`config.mk`:
```
export PLATFORM = sky130hd
export DESIGN_NAME = system_control_interface_module
export DESIGN_NICKNAME = d
export VERILOG_FILES = /design/src/verilog/front_end_pkg.sv /design/src/verilog/system_control_interface_module.sv
export SDC_FILE = /design/constraint.sdc
export NUM_CORES = 1
export LEC_CHECK = 0
export BUFFER_PORTS_ARGS = -buffer_cell sky130_fd_sc_hd__buf_2
export CAP_MARGIN = 25
export CORE_AREA = 4 4 154 156
export DETAILED_ROUTE_END_ITERATION = 12
export DIE_AREA = 0 0 158 160
export PLACE_DENSITY_LB_ADDON = 0.2
export SLEW_MARGIN = 0
export SYNTH_ARGS = -nofsm -noshare
export SYNTH_HDL_FRONTEND = slang
export SYNTH_SLANG_ARGS = --single-unit
```
`constraint.sdc`:
```
create_clock -name sys_clk -period 4.68 [get_ports sys_clk]
set_input_delay 1.404 -clock sys_clk [delete_from_list [all_inputs] [get_ports sys_clk]]
set_output_delay 1.404 -clock sys_clk [all_outputs]
set_load 0.05 [all_outputs]
```
`src/verilog/front_end_pkg.sv`:
```
// constants and carrier types for the addressed serial command front end
package front_end_pkg;

    // ---------------------------------------------------------------
    // timing
    // ---------------------------------------------------------------
    localparam int unsigned CLK_HZ    = 40000000;
    localparam int unsigned BAUD_RATE = 57600;
    localparam logic [9:0]  BIT_CYC   = 10'(CLK_HZ / BAUD_RATE);
    localparam logic [9:0]  HALF_CYC  = 10'(CLK_HZ / BAUD_RATE / 2);

    // ---------------------------------------------------------------
    // character frame and parser
    // ---------------------------------------------------------------
    localparam logic [3:0] DATA_BITS  = 4'h8;
    localparam logic [3:0] STOP_BITS  = 4'h1;
    localparam logic [1:0] MAX_DIGITS = 2'h3;
    localparam logic [7:0] CH_SLASH   = 8'h2F;
    localparam logic [7:0] CH_CR      = 8'h0D;
    localparam logic [7:0] CH_XON     = 8'h11;
    localparam logic [7:0] CH_XOFF    = 8'h13;
    localparam logic [7:0] CH_SRC     = 8'h49;
    localparam logic [7:0] CH_DST     = 8'h4F;
    localparam logic [7:0] CH_ZERO    = 8'h30;
    localparam logic [7:0] CH_NINE    = 8'h39;
    localparam logic [3:0] ADDR_P2P   = 4'h0;
    localparam logic [3:0] ADDR_MAX   = 4'h7;

    // ---------------------------------------------------------------
    // reference timing and buffering
    // ---------------------------------------------------------------
    localparam logic [9:0] LINE_525   = 10'h00A;
    localparam logic [9:0] LINE_625   = 10'h007;
    localparam int         FIFO_DEPTH = 8;
    localparam int         FIFO_WIDTH = 8;

    // ---------------------------------------------------------------
    // reset values
    // ---------------------------------------------------------------
    localparam logic [11:0] PIN_RST   = 12'h800;
    localparam logic        TXD_IDLE  = 1'b1;

    typedef struct packed {
        logic       rxd;
        logic       dsr;
        logic       cts;
        logic       ref_present;
        logic       ref_vsync;
        logic       ref_hsync;
        logic       ref_625;
        logic       hs_enable;
        logic [3:0] address_config_switch_bank;
    } pins_s;

    typedef struct packed {
        logic [9:0] src;
        logic [9:0] dst;
    } switch_cmd_s;

    typedef enum logic [2:0] {
        PS_START, PS_ADDR_HI, PS_ADDR_LO, PS_BODY, PS_SRC_NUM, PS_DST_NUM, PS_SKIP
    } parse_e;

    typedef enum logic [1:0] {RX_IDLE, RX_START, RX_DATA, RX_STOP} rx_e;

endpackage

```
`src/verilog/system_control_interface_module.sv`:
```
// serial command front end: frame receiver, address filter, parser, switch timing, transmitter
// How it works
// In multidrop mode a command must open with a slash and an address, and only own-address commands act.
// The address after the slash is exactly two decimal digits compared against the configured address.
// Addresses 01 to 07 are multidrop addresses and 00 selects point-to-point mode without any prefix.
// The logic address comes from four static configuration switch inputs.
// In multidrop mode XON and XOFF also need the matching prefix or they have no effect.
// A follow switch is prefix, source letter and 1-3 digits, destination letter and 1-3 digits, then CR.
// Characters are framed as 8 data bits, one stop bit and no parity, with no option to change it.
// With a reference present the switch lands on line 10 of 525-line or line 7 of 625-line frames.
// With handshake enabled in point-to-point mode DTR and RTS are driven and DSR and CTS are watched.
// With handshake disabled only TXD, RXD and ground are used and the handshake inputs are ignored.
// Text is plain ASCII and transmission pauses on XOFF and resumes on XON.
// A command for another address is silently dropped and never answered on the line.
// Spaces between fields are not accepted and CR is the only terminator.
`timescale 1ns/1ps

module sync_fifo #(
    parameter int WIDTH = 8,
    parameter int DEPTH = 8
) (
    input  wire logic             sys_clk,
    input  wire logic             resetn,
    input  wire logic             in_valid,
    output logic                  in_ready,
    input  wire logic [WIDTH-1:0] in_data,
    output logic                  out_valid,
    input  wire logic             out_ready,
    output logic [WIDTH-1:0]      out_data
);
    localparam int AW = $clog2(DEPTH);

    logic [WIDTH-1:0] mem [DEPTH];
    logic [AW-1:0]    wr_ptr_ff;
    logic [AW-1:0]    rd_ptr_ff;
    logic [AW:0]      count_ff;
    wire              push = in_valid && in_ready;
    wire              pop  = out_valid && out_ready;

    assign in_ready  = count_ff != (AW+1)'(DEPTH);
    assign out_valid = count_ff != '0;
    assign out_data  = mem[rd_ptr_ff];

    always_ff @(posedge sys_clk) begin
        if (push) begin
            mem[wr_ptr_ff] <= in_data;
        end
    end

    always_ff @(posedge sys_clk or negedge resetn) begin
        if (!resetn) begin
            wr_ptr_ff <= '0;
            rd_ptr_ff <= '0;
            count_ff  <= '0;
        end else begin
            wr_ptr_ff <= push ? AW'(wr_ptr_ff + 1'b1) : wr_ptr_ff;
            rd_ptr_ff <= pop ? AW'(rd_ptr_ff + 1'b1) : rd_ptr_ff;
            count_ff  <= (AW+1)'(count_ff + {{AW{1'b0}}, push} - {{AW{1'b0}}, pop});
        end
    end
endmodule

module system_control_interface_module (
    input  wire logic                      sys_clk,
    input  wire logic                      resetn,
    input  wire logic                      rxd,
    output logic                           txd,
    output logic                           dtr,
    output logic                           rts,
    input  wire logic                      dsr,
    input  wire logic                      cts,
    input  wire logic [3:0]                address_config_switch_bank,
    input  wire logic                      hs_enable,
    input  wire logic                      ref_present,
    input  wire logic                      ref_vsync,
    input  wire logic                      ref_hsync,
    input  wire logic                      ref_625,
    input  wire logic                      tx_valid,
    output logic                           tx_ready,
    input  wire logic [7:0]                tx_data,
    output logic                           sw_valid,
    output front_end_pkg::switch_cmd_s     sw_cmd,
    output logic                           p2p_mode
);
    function automatic logic is_digit(input logic [7:0] c);
        return c >= front_end_pkg::CH_ZERO && c <= front_end_pkg::CH_NINE;
    endfunction

    // ---------------------------------------------------------------
    // pin synchronisers
    // ---------------------------------------------------------------
    front_end_pkg::pins_s raw_pins;
    front_end_pkg::pins_s pin;
    logic [11:0] s1_ff;
    logic [11:0] s2_ff;
    logic [11:0] s3_ff;
    logic [11:0] filt_ff;

    assign raw_pins = '{rxd, dsr, cts, ref_present, ref_vsync, ref_hsync, ref_625, hs_enable,
                        address_config_switch_bank};
    assign pin      = filt_ff;

    // address switches sampled
    for (genvar i = 0; i < 12; i++) begin : g_sync
        always_ff @(posedge sys_clk or negedge resetn) begin
            if (!resetn) begin
                s1_ff[i]   <= front_end_pkg::PIN_RST[i];
                s2_ff[i]   <= front_end_pkg::PIN_RST[i];
                s3_ff[i]   <= front_end_pkg::PIN_RST[i];
                filt_ff[i] <= front_end_pkg::PIN_RST[i];
            end else begin
                s1_ff[i]   <= raw_pins[i];
                s2_ff[i]   <= s1_ff[i];
                s3_ff[i]   <= s2_ff[i];
                filt_ff[i] <= (s2_ff[i] == s3_ff[i]) ? s3_ff[i] : filt_ff[i];
            end
        end
    end

    wire [3:0] my_addr   = pin.address_config_switch_bank;
    // address zero means point-to-point
    wire       p2p       = my_addr == front_end_pkg::ADDR_P2P;
    // handshake lines only in point-to-point
    wire       hs_active = p2p && pin.hs_enable;

    // ---------------------------------------------------------------
    // receiver
    // ---------------------------------------------------------------
    front_end_pkg::rx_e rx_st_ff;
    logic [9:0] rx_cnt_ff;
    logic [3:0] rx_bits_ff;
    logic [7:0] rx_sh_ff;
    logic       rx_vld_ff;
    logic [7:0] rx_char_ff;
    wire        rx_tick = rx_cnt_ff == '0;

    // fixed 8N1 frame, stop bit checked
    always_ff @(posedge sys_clk or negedge resetn) begin
        if (!resetn) begin
            rx_st_ff   <= front_end_pkg::RX_IDLE;
            rx_cnt_ff  <= '0;
            rx_bits_ff <= '0;
            rx_sh_ff   <= '0;
            rx_vld_ff  <= 1'b0;
            rx_char_ff <= '0;
        end else begin
            rx_vld_ff <= 1'b0;
            rx_cnt_ff <= rx_tick ? 10'(front_end_pkg::BIT_CYC - 1'b1) : 10'(rx_cnt_ff - 1'b1);
            case (rx_st_ff)
                front_end_pkg::RX_IDLE: begin
                    rx_cnt_ff <= front_end_pkg::HALF_CYC;
                    if (!pin.rxd) begin
                        rx_st_ff <= front_end_pkg::RX_START;
                    end
                end
                front_end_pkg::RX_START: begin
                    if (rx_tick) begin
                        rx_st_ff   <= pin.rxd ? front_end_pkg::RX_IDLE : front_end_pkg::RX_DATA;
                        rx_bits_ff <= '0;
                    end
                end
                front_end_pkg::RX_DATA: begin
                    if (rx_tick) begin
                        rx_sh_ff   <= {pin.rxd, rx_sh_ff[7:1]};
                        rx_bits_ff <= 4'(rx_bits_ff + 1'b1);
                        if (rx_bits_ff == 4'(front_end_pkg::DATA_BITS - 1'b1)) begin
                            rx_st_ff <= front_end_pkg::RX_STOP;
                        end
                    end
                end
                default: begin
                    if (rx_tick) begin
                        rx_vld_ff  <= pin.rxd;
                        rx_char_ff <= rx_sh_ff;
                        rx_st_ff   <= front_end_pkg::RX_IDLE;
                    end
                end
            endcase
        end
    end

    // ---------------------------------------------------------------
    // command parser
    // ---------------------------------------------------------------
    front_end_pkg::parse_e st_ff;
    front_end_pkg::parse_e nxt_st;
    logic [3:0] hi_ff;
    logic [3:0] nxt_hi;
    logic [9:0] acc_ff;
    logic [9:0] nxt_acc;
    logic [9:0] src_ff;
    logic [9:0] nxt_src;
    logic [1:0] dcnt_ff;
    logic [1:0] nxt_dcnt;
    logic       nxt_fire;

    wire [7:0] c         = rx_char_ff;
    wire       dig       = is_digit(c);
    wire [3:0] dval      = c[3:0];
    wire       is_cr     = c == front_end_pkg::CH_CR;
    wire       is_flow   = c == front_end_pkg::CH_XON || c == front_end_pkg::CH_XOFF;
    // flow control needs the prefix in multidrop
    wire       flow_hit  = rx_vld_ff && is_flow && (p2p || st_ff == front_end_pkg::PS_BODY);
    wire       room      = dcnt_ff != front_end_pkg::MAX_DIGITS;
    wire       addr_ok   = hi_ff == 4'h0 && dig && dval == my_addr
                           && my_addr <= front_end_pkg::ADDR_MAX;
    wire [9:0] acc_step  = 10'(acc_ff * 10'h00A + {6'h00, dval});

    always_comb begin
        nxt_st   = st_ff;
        nxt_hi   = hi_ff;
        nxt_acc  = acc_ff;
        nxt_src  = src_ff;
        nxt_dcnt = dcnt_ff;
        nxt_fire = 1'b0;
        if (rx_vld_ff) begin
            // carriage return is the only terminator
            if (is_cr) begin
                nxt_fire = st_ff == front_end_pkg::PS_DST_NUM && dcnt_ff != 2'h0;
                nxt_st   = front_end_pkg::PS_START;
                nxt_acc  = '0;
                nxt_dcnt = '0;
            end else if (flow_hit) begin
                nxt_st = p2p ? st_ff : front_end_pkg::PS_START;
            end else begin
                case (st_ff)
                    // prefix required in multidrop
                    front_end_pkg::PS_START: begin
                        if (!p2p) begin
                            nxt_st = (c == front_end_pkg::CH_SLASH) ? front_end_pkg::PS_ADDR_HI
                                                                  : front_end_pkg::PS_SKIP;
                        end else begin
                            nxt_st = (c == front_end_pkg::CH_SRC) ? front_end_pkg::PS_SRC_NUM
                                                                : front_end_pkg::PS_SKIP;
                        end
                    end
                    // exactly two address digits
                    front_end_pkg::PS_ADDR_HI: begin
                        nxt_hi = dval;
                        nxt_st = dig ? front_end_pkg::PS_ADDR_LO : front_end_pkg::PS_SKIP;
                    end
                    // foreign address silently skipped
                    front_end_pkg::PS_ADDR_LO: begin
                        nxt_st = addr_ok ? front_end_pkg::PS_BODY : front_end_pkg::PS_SKIP;
                    end
                    front_end_pkg::PS_BODY: begin
                        nxt_st = (c == front_end_pkg::CH_SRC) ? front_end_pkg::PS_SRC_NUM
                                                            : front_end_pkg::PS_SKIP;
                    end
                    // source and destination numbers
                    front_end_pkg::PS_SRC_NUM: begin
                        if (dig && room) begin
                            nxt_acc  = acc_step;
                            nxt_dcnt = 2'(dcnt_ff + 1'b1);
                        end else if (c == front_end_pkg::CH_DST && dcnt_ff != 2'h0) begin
                            nxt_src  = acc_ff;
                            nxt_acc  = '0;
                            nxt_dcnt = '0;
                            nxt_st   = front_end_pkg::PS_DST_NUM;
                        end else begin
                            nxt_st = front_end_pkg::PS_SKIP;
                        end
                    end
                    front_end_pkg::PS_DST_NUM: begin
                        if (dig && room) begin
                            nxt_acc  = acc_step;
                            nxt_dcnt = 2'(dcnt_ff + 1'b1);
                        end else begin
                            nxt_st = front_end_pkg::PS_SKIP;
                        end
                    end
                    default: nxt_st = st_ff;
                endcase
            end
        end
    end

    always_ff @(posedge sys_clk or negedge resetn) begin
        if (!resetn) begin
            st_ff   <= front_end_pkg::PS_START;
            hi_ff   <= '0;
            acc_ff  <= '0;
            src_ff  <= '0;
            dcnt_ff <= '0;
        end else begin
            st_ff   <= nxt_st;
            hi_ff   <= nxt_hi;
            acc_ff  <= nxt_acc;
            src_ff  <= nxt_src;
            dcnt_ff <= nxt_dcnt;
        end
    end

    // ---------------------------------------------------------------
    // switch timing against the reference
    // ---------------------------------------------------------------
    logic        vs_q_ff;
    logic        hs_q_ff;
    logic [9:0]  line_ff;
    logic        pend_ff;
    front_end_pkg::switch_cmd_s pcmd_ff;
    logic        sw_valid_ff;
    front_end_pkg::switch_cmd_s sw_cmd_ff;

    wire       vs_rise  = pin.ref_vsync && !vs_q_ff;
    wire       hs_rise  = pin.ref_hsync && !hs_q_ff;
    wire [9:0] target   = pin.ref_625 ? front_end_pkg::LINE_625 : front_end_pkg::LINE_525;
    // release only at the start of the target line
    wire       line_hit = hs_rise && line_ff == 10'(target - 1'b1);
    wire       go       = pend_ff && (!pin.ref_present || line_hit);

    always_ff @(posedge sys_clk or negedge resetn) begin
        if (!resetn) begin
            vs_q_ff     <= 1'b0;
            hs_q_ff     <= 1'b0;
            line_ff     <= '0;
            pend_ff     <= 1'b0;
            pcmd_ff     <= '0;
            sw_valid_ff <= 1'b0;
            sw_cmd_ff   <= '0;
        end else begin
            vs_q_ff     <= pin.ref_vsync;
            hs_q_ff     <= pin.ref_hsync;
            line_ff     <= vs_rise ? 10'h001 : (hs_rise ? 10'(line_ff + 1'b1) : line_ff);
            // a new command arriving as the old one fires stays pending
            pend_ff     <= nxt_fire || (pend_ff && !go);
            pcmd_ff     <= nxt_fire ? front_end_pkg::switch_cmd_s'{nxt_src, acc_ff} : pcmd_ff;
            sw_valid_ff <= go;
            sw_cmd_ff   <= go ? pcmd_ff : sw_cmd_ff;
        end
    end

    // ---------------------------------------------------------------
    // flow control and transmitter
    // ---------------------------------------------------------------
    logic       xoff_ff;
    logic       hs_ff;
    logic       tx_busy_ff;
    logic [9:0] tx_cnt_ff;
    logic [3:0] tx_bits_ff;
    logic [7:0] tx_sh_ff;
    logic       txd_ff;
    logic       f_valid;
    logic [7:0] f_data;

    // handshake inputs ignored unless enabled
    wire tx_allow = !xoff_ff && (!hs_active || (pin.cts && pin.dsr));
    // a paused transmitter stalls the buffer
    wire tx_start = f_valid && tx_allow && !tx_busy_ff;
    wire tx_tick  = tx_cnt_ff == '0;

    sync_fifo #(
        .WIDTH (front_end_pkg::FIFO_WIDTH),
        .DEPTH (front_end_pkg::FIFO_DEPTH)
    ) u_tx_fifo (
        .sys_clk   (sys_clk),
        .resetn    (resetn),
        .in_valid  (tx_valid),
        .in_ready  (tx_ready),
        .in_data   (tx_data),
        .out_valid (f_valid),
        .out_ready (tx_start),
        .out_data  (f_data)
    );

    always_ff @(posedge sys_clk or negedge resetn) begin
        if (!resetn) begin
            xoff_ff    <= 1'b0;
            hs_ff      <= 1'b0;
            tx_busy_ff <= 1'b0;
            tx_cnt_ff  <= '0;
            tx_bits_ff <= '0;
            tx_sh_ff   <= '0;
            txd_ff     <= front_end_pkg::TXD_IDLE;
        end else begin
            xoff_ff <= flow_hit ? (c == front_end_pkg::CH_XOFF) : xoff_ff;
            hs_ff   <= hs_active;
            if (tx_start) begin
                tx_busy_ff <= 1'b1;
                txd_ff     <= 1'b0;
                tx_sh_ff   <= f_data;
                tx_bits_ff <= 4'(front_end_pkg::DATA_BITS + front_end_pkg::STOP_BITS);
                tx_cnt_ff  <= 10'(front_end_pkg::BIT_CYC - 1'b1);
            end else if (tx_busy_ff) begin
                tx_cnt_ff <= tx_tick ? 10'(front_end_pkg::BIT_CYC - 1'b1) : 10'(tx_cnt_ff - 1'b1);
                if (tx_tick) begin
                    tx_busy_ff <= tx_bits_ff != 4'h0;
                    txd_ff     <= (tx_bits_ff == 4'h0) ? front_end_pkg::TXD_IDLE : tx_sh_ff[0];
                    tx_sh_ff   <= {front_end_pkg::TXD_IDLE, tx_sh_ff[7:1]};
                    tx_bits_ff <= (tx_bits_ff == 4'h0) ? 4'h0 : 4'(tx_bits_ff - 1'b1);
                end
            end
        end
    end

    assign txd      = txd_ff;
    assign dtr      = hs_ff;
    assign rts      = hs_ff;
    assign sw_valid = sw_valid_ff;
    assign sw_cmd   = sw_cmd_ff;
    assign p2p_mode = p2p;
endmodule

```
# Word-level counts from Yosys, hierarchy flattened

Memory sizes are Yosys's and may differ from the RTL's.
Index checks and enable logic that the tools add are counted.

Reductions and logical operators: 59
$lt $le $gt $ge: 3
$mul: 1
Eq/ne operators: 40
Multiplexer cells: 68
Bitwise logic cells: 3
Add/sub/neg operators: 12

Operators by type and width:

| cell                                                                  | count |
|---|---|
| 10-bit 2-to-1 mux                                                     | 18 |
| 4-bit 2-to-1 mux                                                      | 7 |
| 3-bit 2-to-1 mux                                                      | 9 |
| 2-bit 2-to-1 mux                                                      | 13 |
| 8-bit 2-to-1 mux                                                      | 3 |
| 1-bit logical AND                                                     | 21 |
| 10-bit zero test                                                      | 2 |
| 10-bit one-hot mux with 2 select lines                                | 1 |
| 10-bit by 1-bit subtractor with 10-bit output, second input constant  | 2 |
| 3-bit one-hot mux with 6 select lines                                 | 1 |
| 8-bit by 5-bit equality test with 1-bit output, second input constant | 2 |
| 8-bit by 7-bit equality test with 1-bit output, second input constant | 2 |
| 4-bit != test, second input constant                                  | 4 |
| 5-bit AND reduction                                                   | 3 |
| 1-bit 2-to-1 mux                                                      | 13 |
| 1-bit equality test                                                   | 12 |
| 4-bit zero test                                                       | 3 |
| 2-bit != test, second input constant                                  | 6 |
| 2-bit nonzero test                                                    | 6 |
| 10-bit by 1-bit adder with 10-bit output, second input constant       | 1 |
| 10-bit by 4-bit adder with 10-bit output                              | 1 |
| 10-bit equality test                                                  | 1 |
| 10-bit by 3-bit multiplier with 9-bit output, second input constant   | 1 |
| 8-bit by 4-bit equality test with 1-bit output, second input constant | 1 |
| 35 further kinds                                                      | 53 |

Flip-flop bits (word level): 200
Logic and storage cells: 265
Memories kept: 1
Output and inout port bits: 26
Input bits: 23
Memory bits (writable): 64

Memory list:

| memory        | depth | bits a word | rd ports | clocked after memory_dff | write ports | RTL line                              | source |
|---|---|---|---|---|---|---|---|
| u_tx_fifo.mem | 8     | 8           | 1        | 0                        | 1           | system_control_interface_module.sv:33 | `logic [WIDTH-1:0] mem [DEPTH];` |

# Depth between registers and ports, before layout

Gate-level depths: netlist (run 1).

Word-level depth: 9
Mapped depth: 11
Gate-level depth less buffers: 11

# Modules after synthesis

From an unflattened synthesis (run 1), not the netlist that was laid out.

Cells, all modules: 827
Area, all modules: 11185.7 sq um

By module, submodules not included:

| module                          | seq. area each (sq um) | area each (sq um) | cells each | instances |
|---|---|---|---|---|
| system_control_interface_module | 4760.8                 | 8129.0            | 679        | 1 |
| sync_fifo                       | 2172.1                 | 3056.7            | 148        | 1 |

# Worst setup path after synthesis (run 1)

Ideal clock, no wire load.

Path kind: reg2reg
Start point: reg filt_ff[0]
End point: reg u_tx_fifo.count_ff[2]
Clock period less this slack: 3.040 ns
Stages on the path, launching flop included: 11
Buffers on the path: 0
Library setup time: 0.123 ns
Data required time: 4.557 ns
Data arrival time: 2.917 ns
Setup slack: 1.640 ns
Path through: dfrtp_1 or4_1 inv_1 nand3_1 nand3b_1 clkinv_1 ha_1 inv_1 ha_1 fa_1 xor2_1

Longest elaborated chain between the ends: 9

Ends and longest elaborated chain:

| item                                        | RTL line                               | source |
|---|---|---|
| from (decl)                                 | system_control_interface_module.sv:97  | `logic [11:0] filt_ff;` |
| from (signal, indexed assignment)           | system_control_interface_module.sv:110 | `filt_ff[i] <= front_end_pkg::PIN_RST[i];` |
| from (signal, indexed assignment)           | system_control_interface_module.sv:115 | `filt_ff[i] <= (s2_ff[i] == s3_ff[i]) ? s3_ff[i] : filt_ff[i];` |
| 4-bit zero test                             | system_control_interface_module.sv:122 | `wire p2p = my_addr == front_end_pkg::ADDR_P2P;` |
| via p2p_mode                                | system_control_interface_module.sv:83  | `output logic p2p_mode` |
| 1-bit logical AND                           | system_control_interface_module.sv:124 | `wire hs_active = p2p && pin.hs_enable;` |
| 1-bit zero test                             | system_control_interface_module.sv:347 | `wire tx_allow = !xoff_ff && (!hs_active \|\| (pin.cts && pin.dsr));` |
| 1-bit logical OR                            | system_control_interface_module.sv:347 |  |
| 1-bit logical AND                           | system_control_interface_module.sv:347 |  |
| 1-bit logical AND (2 in a row)              | system_control_interface_module.sv:349 | `wire tx_start = f_valid && tx_allow && !tx_busy_ff;` |
| 1-bit logical AND                           | system_control_interface_module.sv:38  | `wire pop = out_valid && out_ready;` |
| via u_tx_fifo.pop                           | system_control_interface_module.sv:38  |  |
| 4-bit by 1-bit subtractor with 4-bit output | system_control_interface_module.sv:58  | `count_ff <= (AW+1)'(count_ff + {{AW{1'b0}}, push} - {{AW{1'b0}}, pop});` |
| to (signal assigned)                        | system_control_interface_module.sv:58  |  |
| to (decl)                                   | system_control_interface_module.sv:36  | `logic [AW:0] count_ff;` |

The timed path passes the listed nets, and every way through them passes these cells.
A chain may end at the register's enable or synchronous reset.

# Final worst setup path (run 1)

Start point: reg filt_ff[0]
End point: out p2p_mode

Longest elaborated chain between the ends: 1

Ends and longest elaborated chain:

| item            | RTL line |
|---|---|
| 4-bit zero test | system_control_interface_module.sv:122 |
| to (decl)       | system_control_interface_module.sv:83 |

Every way passes these cells.

==> results of run 1 <==
[area by class of cell]
class	count	area, um^2
fill	1770	9840
sequential	264	6930
timing repair buffer	59	337
clock buffer	36	782
tap	285	357
clock inverter	16	195
inverter	30	113
multi-input combinational	494	3810
[flip-flops by register name, summed over array words and instances (netlist names), 4 cells and up]
register	flops
acc_ff	10
c	8
filt_ff	12
hi_ff	4
line_ff	10
pcmd_ff	20
rx_bits_ff	4
rx_cnt_ff	10
rx_sh_ff	8
s1_ff	12
s2_ff	12
s3_ff	12
src_ff	10
sw_cmd	20
tx_bits_ff	4
tx_cnt_ff	10
tx_sh_ff	8
u_tx_fifo.count_ff	4
u_tx_fifo.mem	64
[critical path: stages (launching register included)]
cell,delay [ps]
dfrtp_1,410
or4_1,590
inv_1,150
buf_2,300
[per-stage QoR]
step           std cells  util (%)  setup slack [ps]
2_1_floorplan        816         -              1640
3_3_place_gp        1128      51.5              1450
3_5_place_dp        1128      51.5              1360
4_1_cts             1180      55.9              1250
5_1_grt             1184      56.0              1140
6_report            1184      56.0              1290
[cell families (layout without fill, tap and decap cells)]
kind of cell | after synthesis | after routing
xor+xnor | 39 | 39
buf+inv | 58 | 141
mux | 80 | 80
compound gates | 114 | 114
fa+ha+maj | 46 | 46
simple gates | 215 | 215
flops | 264 | 264
[power by group through the flow]
stage	clock, mW	sequential (mW)	combinational (mW)
after floorplan	0	2.62	0.250
after global placement	0	2.64	0.341
after detailed placement	0	2.65	0.366
after CTS	2.34	2.61	0.367
after global routing	2.45	2.63	0.417
final	2.28	2.61	0.366
[worst paths after layout]
path	end	slack (ps)	cells after the start
worst max-delay path	p2p_mode	1290	3
worst min-delay path	s2_ff[10]	340	0
worst max register to register	u_tx_fifo.count_ff[2]	1340	10
worst min register to register	s2_ff[10]	340	0
max in group asynchronous	txd	2810	2
min in group asynchronous	filt_ff[8]	970	1
[layer usage]
metal  vias to the layer above  wire length [um]
met4                         0               389
met5                         -                 0
met2                       142              9820
met1                      3245              8650
met3                        33               960
li1                       3074                 -
[layout by cell type, fill, tap and decap left out, types with 8 or more instances in the layout]
cell / instances
buf_2: 48
clkbuf_16: 29
a21oi_1: 24
o21ai_0: 41
ha_1: 31
nand2_1: 77
inv_1: 29
nand2b_1: 8
nand3_1: 22
mux2_2: 55
xor2_1: 24
mux4_2: 16
dfrtp_1: 195
xnor2_1: 14
nor2_1: 37
a22o_1: 11
edfxtp_1: 64
maj3_1: 12
mux2i_1: 9
nor3_1: 16
==> metrics.txt, run 1 <==
outcome=finished, final reports clean; CP Max Fanout=5; Final min period=approximately 3400 ps; fin crit share=between 70 and 80%; Fin Clk Skew=roughly 15 ps; unrepaired setup endpoints after global routing=false; Hold Vio Cnt, Final=0; die area=between 0.02 and 0.03 mm^2; WP data arrival=between 1500 and 2000 ps; largest net degree at the start of global routing=101; pin slew with the least headroom to its limit=~940 ps; Peak VDD IR=between 0.2 and 0.3 mV; Pint=approximately 4.1 mW; Ant. Diodes=0; Skew-Pair Late Insertion Delay=530 ps; Synth Net Count=873; clk root buf=clkbuf_16; mux share of post-synthesis cell area=9.76%; placed instance area=0.0115 mm^2; Rel. slew slack=approximately 38%; main flop type after synthesis=dfrtp_1; Worst Path Required=3280 ps; via count=6,494; Reg power frac=49.7%; port bufs=48; layout cells sized above 1=between 20% and 30%; hold_buf cts=0; top cells by area, synth=dfrtp_1, edfxtp_1, mux2_2; Syn Area/Cell=roughly 13 um^2; met1 Usage GRT=between 20% and 30%; Die X=158 um; Nets=934; CTS tree=built; Core Footprint=between 0.02 and 0.025 mm^2; critical path class=reg -> out; Worst-path clk slew=about 60 ps; post-synthesis compound-gate area fraction=6.55%; cell count after synthesis=just over 800; Post-Syn Area=approximately 0.011 mm^2; Leakage Power=between 5 and 6 nW; largest family of logic cells by synthesized area=simple AND/OR/NAND/NOR gates; GR met3 Demand/Resource=roughly 2.8%; XOR/XNOR Fraction of Synth Area=around 3.2%; height of the chip=roughly 160 um; total power=between 5 and 6 mW; Final Cell Area=0.0125 mm^2; HP Start=s1_ff[10]; crit path from=filt_ff[0]; top-count cell post-synth=dfrtp_1; total gr overflow=0; gpl congestion=between 0.8 and 0.9; max-slew violations=0; sw frac=between 20 and 25%; CTS Buf Count=28; power share of the clock group=43.4%; GR peak layer=met2; Post-DP HPWL=13,700 um; vias in the first global route=between 6,000 and 7,000; combinational cell fraction of total power=under 10%; DR WL/cell=around 17 um; Clock Sinks=about 260; initial core utilization=49.0%; asr flop ratio synth=75.8%; global-route wire length before repair=~33,000 um; top cell type's share of synthesized area=around 45%; final setup vio count=0; Rows=55; synthesis-to-layout area growth=14.3%; Yosys Warn Count=0; simple-gate area share of the yosys netlist=around a tenth; Max Freq=just under 0.3 GHz; Hold/Removal Path Class=reg -> reg; Vias/cell=~5.5; drt total wl=19,800 um; DR DRC count=0; met2 Resource Use GR=26.2%; gr usage total=around 16%; CP Capture Type=output port; post-synthesis adder-cell area fraction=under 10%; max_cap viols=0; 1st-pass router iterations=5; Netlist cell types=65; R2R Path Start=filt_ff[0]; post-cts resize count=0; Post-synth top cells=dfrtp_1, nand2_1, edfxtp_1, mux2_2, o21ai_0; Fin Hold WS=between 300 and 400 ps; Fin Setup TNS=0 ps; EDFF count, synth=64; First DRT Iteration DRCs=roughly 400; post-synthesis sequential area ratio=roughly 63%; synthesis-stage register bit count=approximately 260; Power Density=~420 mW/mm^2; initial antenna violation count=0; DRT antenna net count=0; Psw=1.19 mW; Worst Setup Start Kind=flip-flop; CTS H-Tree Depth=1; Post-CTS Setup Bufs=0; CTS Buffer Depth=3; IO Count=a little under 50; post-synth top area cell=dfrtp_1
Note: power is estimated with default switching activity, not from simulation.
==> inputs of run 2 (changes only) <==
Clock period 4.68 ns to 3.3 ns, I/O delays scaled along.
==> run 2 against run 1 <==
Effect of this change:
- wire length grew 2.3%
- register-to-register slack worse by 870 ps
- hold slack gained 3.0 ps
- clock power up 46%
- sequential share of layout area fell by 0.59 points
- largest power group unchanged
- highest routed layer is now met5
==> metrics.txt, run 2 (synthesis results as in run 1) <==
DR WL/cell=~17 um; max-slew violations=0; Post-CTS Setup Bufs=0; CTS Buffer Depth=3; worst hold endpoint=s2_ff[8]; CTS tree=built; Hold Vio Cnt, Final=0; max_cap viols=0; clk root buf=clkbuf_16; fin crit share=about nine tenths; Ant. Diodes=0; First DRT Iteration DRCs=about 370; hold path depth=0; # fillers=approximately 1,800; Nets=roughly 950; CP Capture Type=output port; gpl congestion=0.849; Seq. cell area=0.00693 mm^2; final setup vio count=0; drt total wl=20,300 um; setup ws final=~300 ps; critical path class=reg -> out; gr usage total=between 10% and 20%; Fin Clk Skew=17.3 ps; height of the chip=around 160 um; Max Freq=0.333 GHz; Final min period=~3000 ps; global-route wire length before repair=roughly 35,000 um; Core Footprint=between 0.02 and 0.025 mm^2; CTS Buf Count=28; Rel. slew slack=between 40% and 50%; flop2flop setup slack=about 470 ps; Largest Register=u_tx_fifo.mem; initial core utilization=between 40% and 50%; WP data arrival=2010 ps; Rows=55; Hold/Removal Path Class=reg -> reg; worst r2r dst=acc_ff[9]; die area=between 0.02 and 0.03 mm^2; Worst-path clk slew=60 ps; hold_buf cts=0; Multi-input gate area=between 0.003 and 0.004 mm^2; via count=6,469; Post-DP HPWL=~14,000 um; CTS H-Tree Depth=1; IO Count=49; 1st-pass router iterations=4; commonest non-fill, non-tap cell in the layout=dfrtp_1; Worst Path Required=2310 ps; most frequent cells in the layout=dfrtp_1, nand2_1, edfxtp_1, mux2_2, buf_2; layout cells sized above 1=between 20% and 30%; pin slew with the least headroom to its limit=slightly below 800 ps; port bufs=48; largest net degree at the start of global routing=between 70 and 80; Clock Sinks=264; max reg flops=between 60 and 70; HP Start=s1_ff[8]; Die X=around 160 um; outcome=finished, final reports clean; synthesis-to-layout area growth=15.5%; unrepaired setup endpoints after global routing=false; total power=roughly 7.6 mW; DP Worst Slack=about 480 ps; Worst Setup Start Kind=flip-flop; Vias/cell=5.43; vias in the first global route=slightly below 7,000; Leakage Power=between 5 and 6 nW; Power Density=between 500 and 600 mW/mm^2; CP Max Fanout=5; R2R Path Start=acc_ff[1]; total gr overflow=0; Fin Setup TNS=0 ps; post-cts resize count=0; DR DRC count=0; Peak VDD IR=roughly 0.45 mV; worst reg2reg path depth=9; Skew-Pair Late Insertion Delay=about 540 ps; DRT antenna net count=0; initial antenna violation count=1
==> run 2: cell types whose count changed in the layout (fill, tap and decap cells not counted) <==
| cell | before | now |
|---|---|---|
| buf_12 | 1 | 2 |
| buf_2 | 48 | 47 |
| buf_4 | 7 | 21 |
| bufinv_16 | 4 | 6 |
| clkbuf_1 | 4 | 5 |
| clkbuf_16 | 29 | 28 |
| clkbuf_2 | 2 | 0 |
| clkbuf_8 | 4 | 6 |
| clkinv_2 | 5 | 1 |
| clkinv_8 | 0 | 1 |
| clkinvlp_4 | 5 | 0 |
==> run 2: final cells by class <==
class                   count  area share [%]
repair buffers             71            3.53
flip-flops and latches    264            54.7
inverters                  30           0.889
clock inverters            10            1.69
well taps                 285            2.82
multi-input cells         494            30.1
clock buffers              38            6.22
==> run 2: worst max-delay path by stage <==
stage | startpoint | to | slack (ps) | cells past startpoint
after floorplan | filt_ff[0] | u_tx_fifo.count_ff[2] | 260 | 10
after global placement | filt_ff[0] | u_tx_fifo.count_ff[2] | 590 | 10
after detailed placement | acc_ff[1] | acc_ff[9] | 480 | 9
after CTS | filt_ff[0] | p2p_mode | 270 | 3
after global routing | filt_ff[0] | p2p_mode | 230 | 3
final | filt_ff[0] | p2p_mode | 300 | 3
==> run 2: per-stage QoR <==
stage | utilization, % | std cells | hold WS, ps | instance area [um^2]
floorplan | - | 816 | 331 | 11000
global placement | 52.1 | 1144 | 332 | 11700
detailed placement | 52.1 | 1144 | 336 | 11700
CTS | 56.6 | 1192 | 349 | 12700
global route | 56.6 | 1192 | 354 | 12700
finish | 56.6 | 1192 | 347 | 12700
==> run 2: per-layer routing <==
layer  vias up  track usage (%)  share of wire (%)
met5         -                0              0.039
met4         2             4.65                2.5
li1       3092                -                  -
met2       146             26.7                 48
met1      3191             23.8                 45
met3        38             2.82                4.0
==> run 2: worst max-delay path: stages, from the launching register on <==
cell     delay, ps
dfrtp_1        400
or4_1          590
inv_1          160
buf_2          320
==> run 2: report_power, final <==
group	internal [mW]	switching, mW	total (mW)
sequential	3.58	0.114	3.69
clock	2.13	1.21	3.34
combinational	0.226	0.334	0.560
total	5.94	1.66	7.59
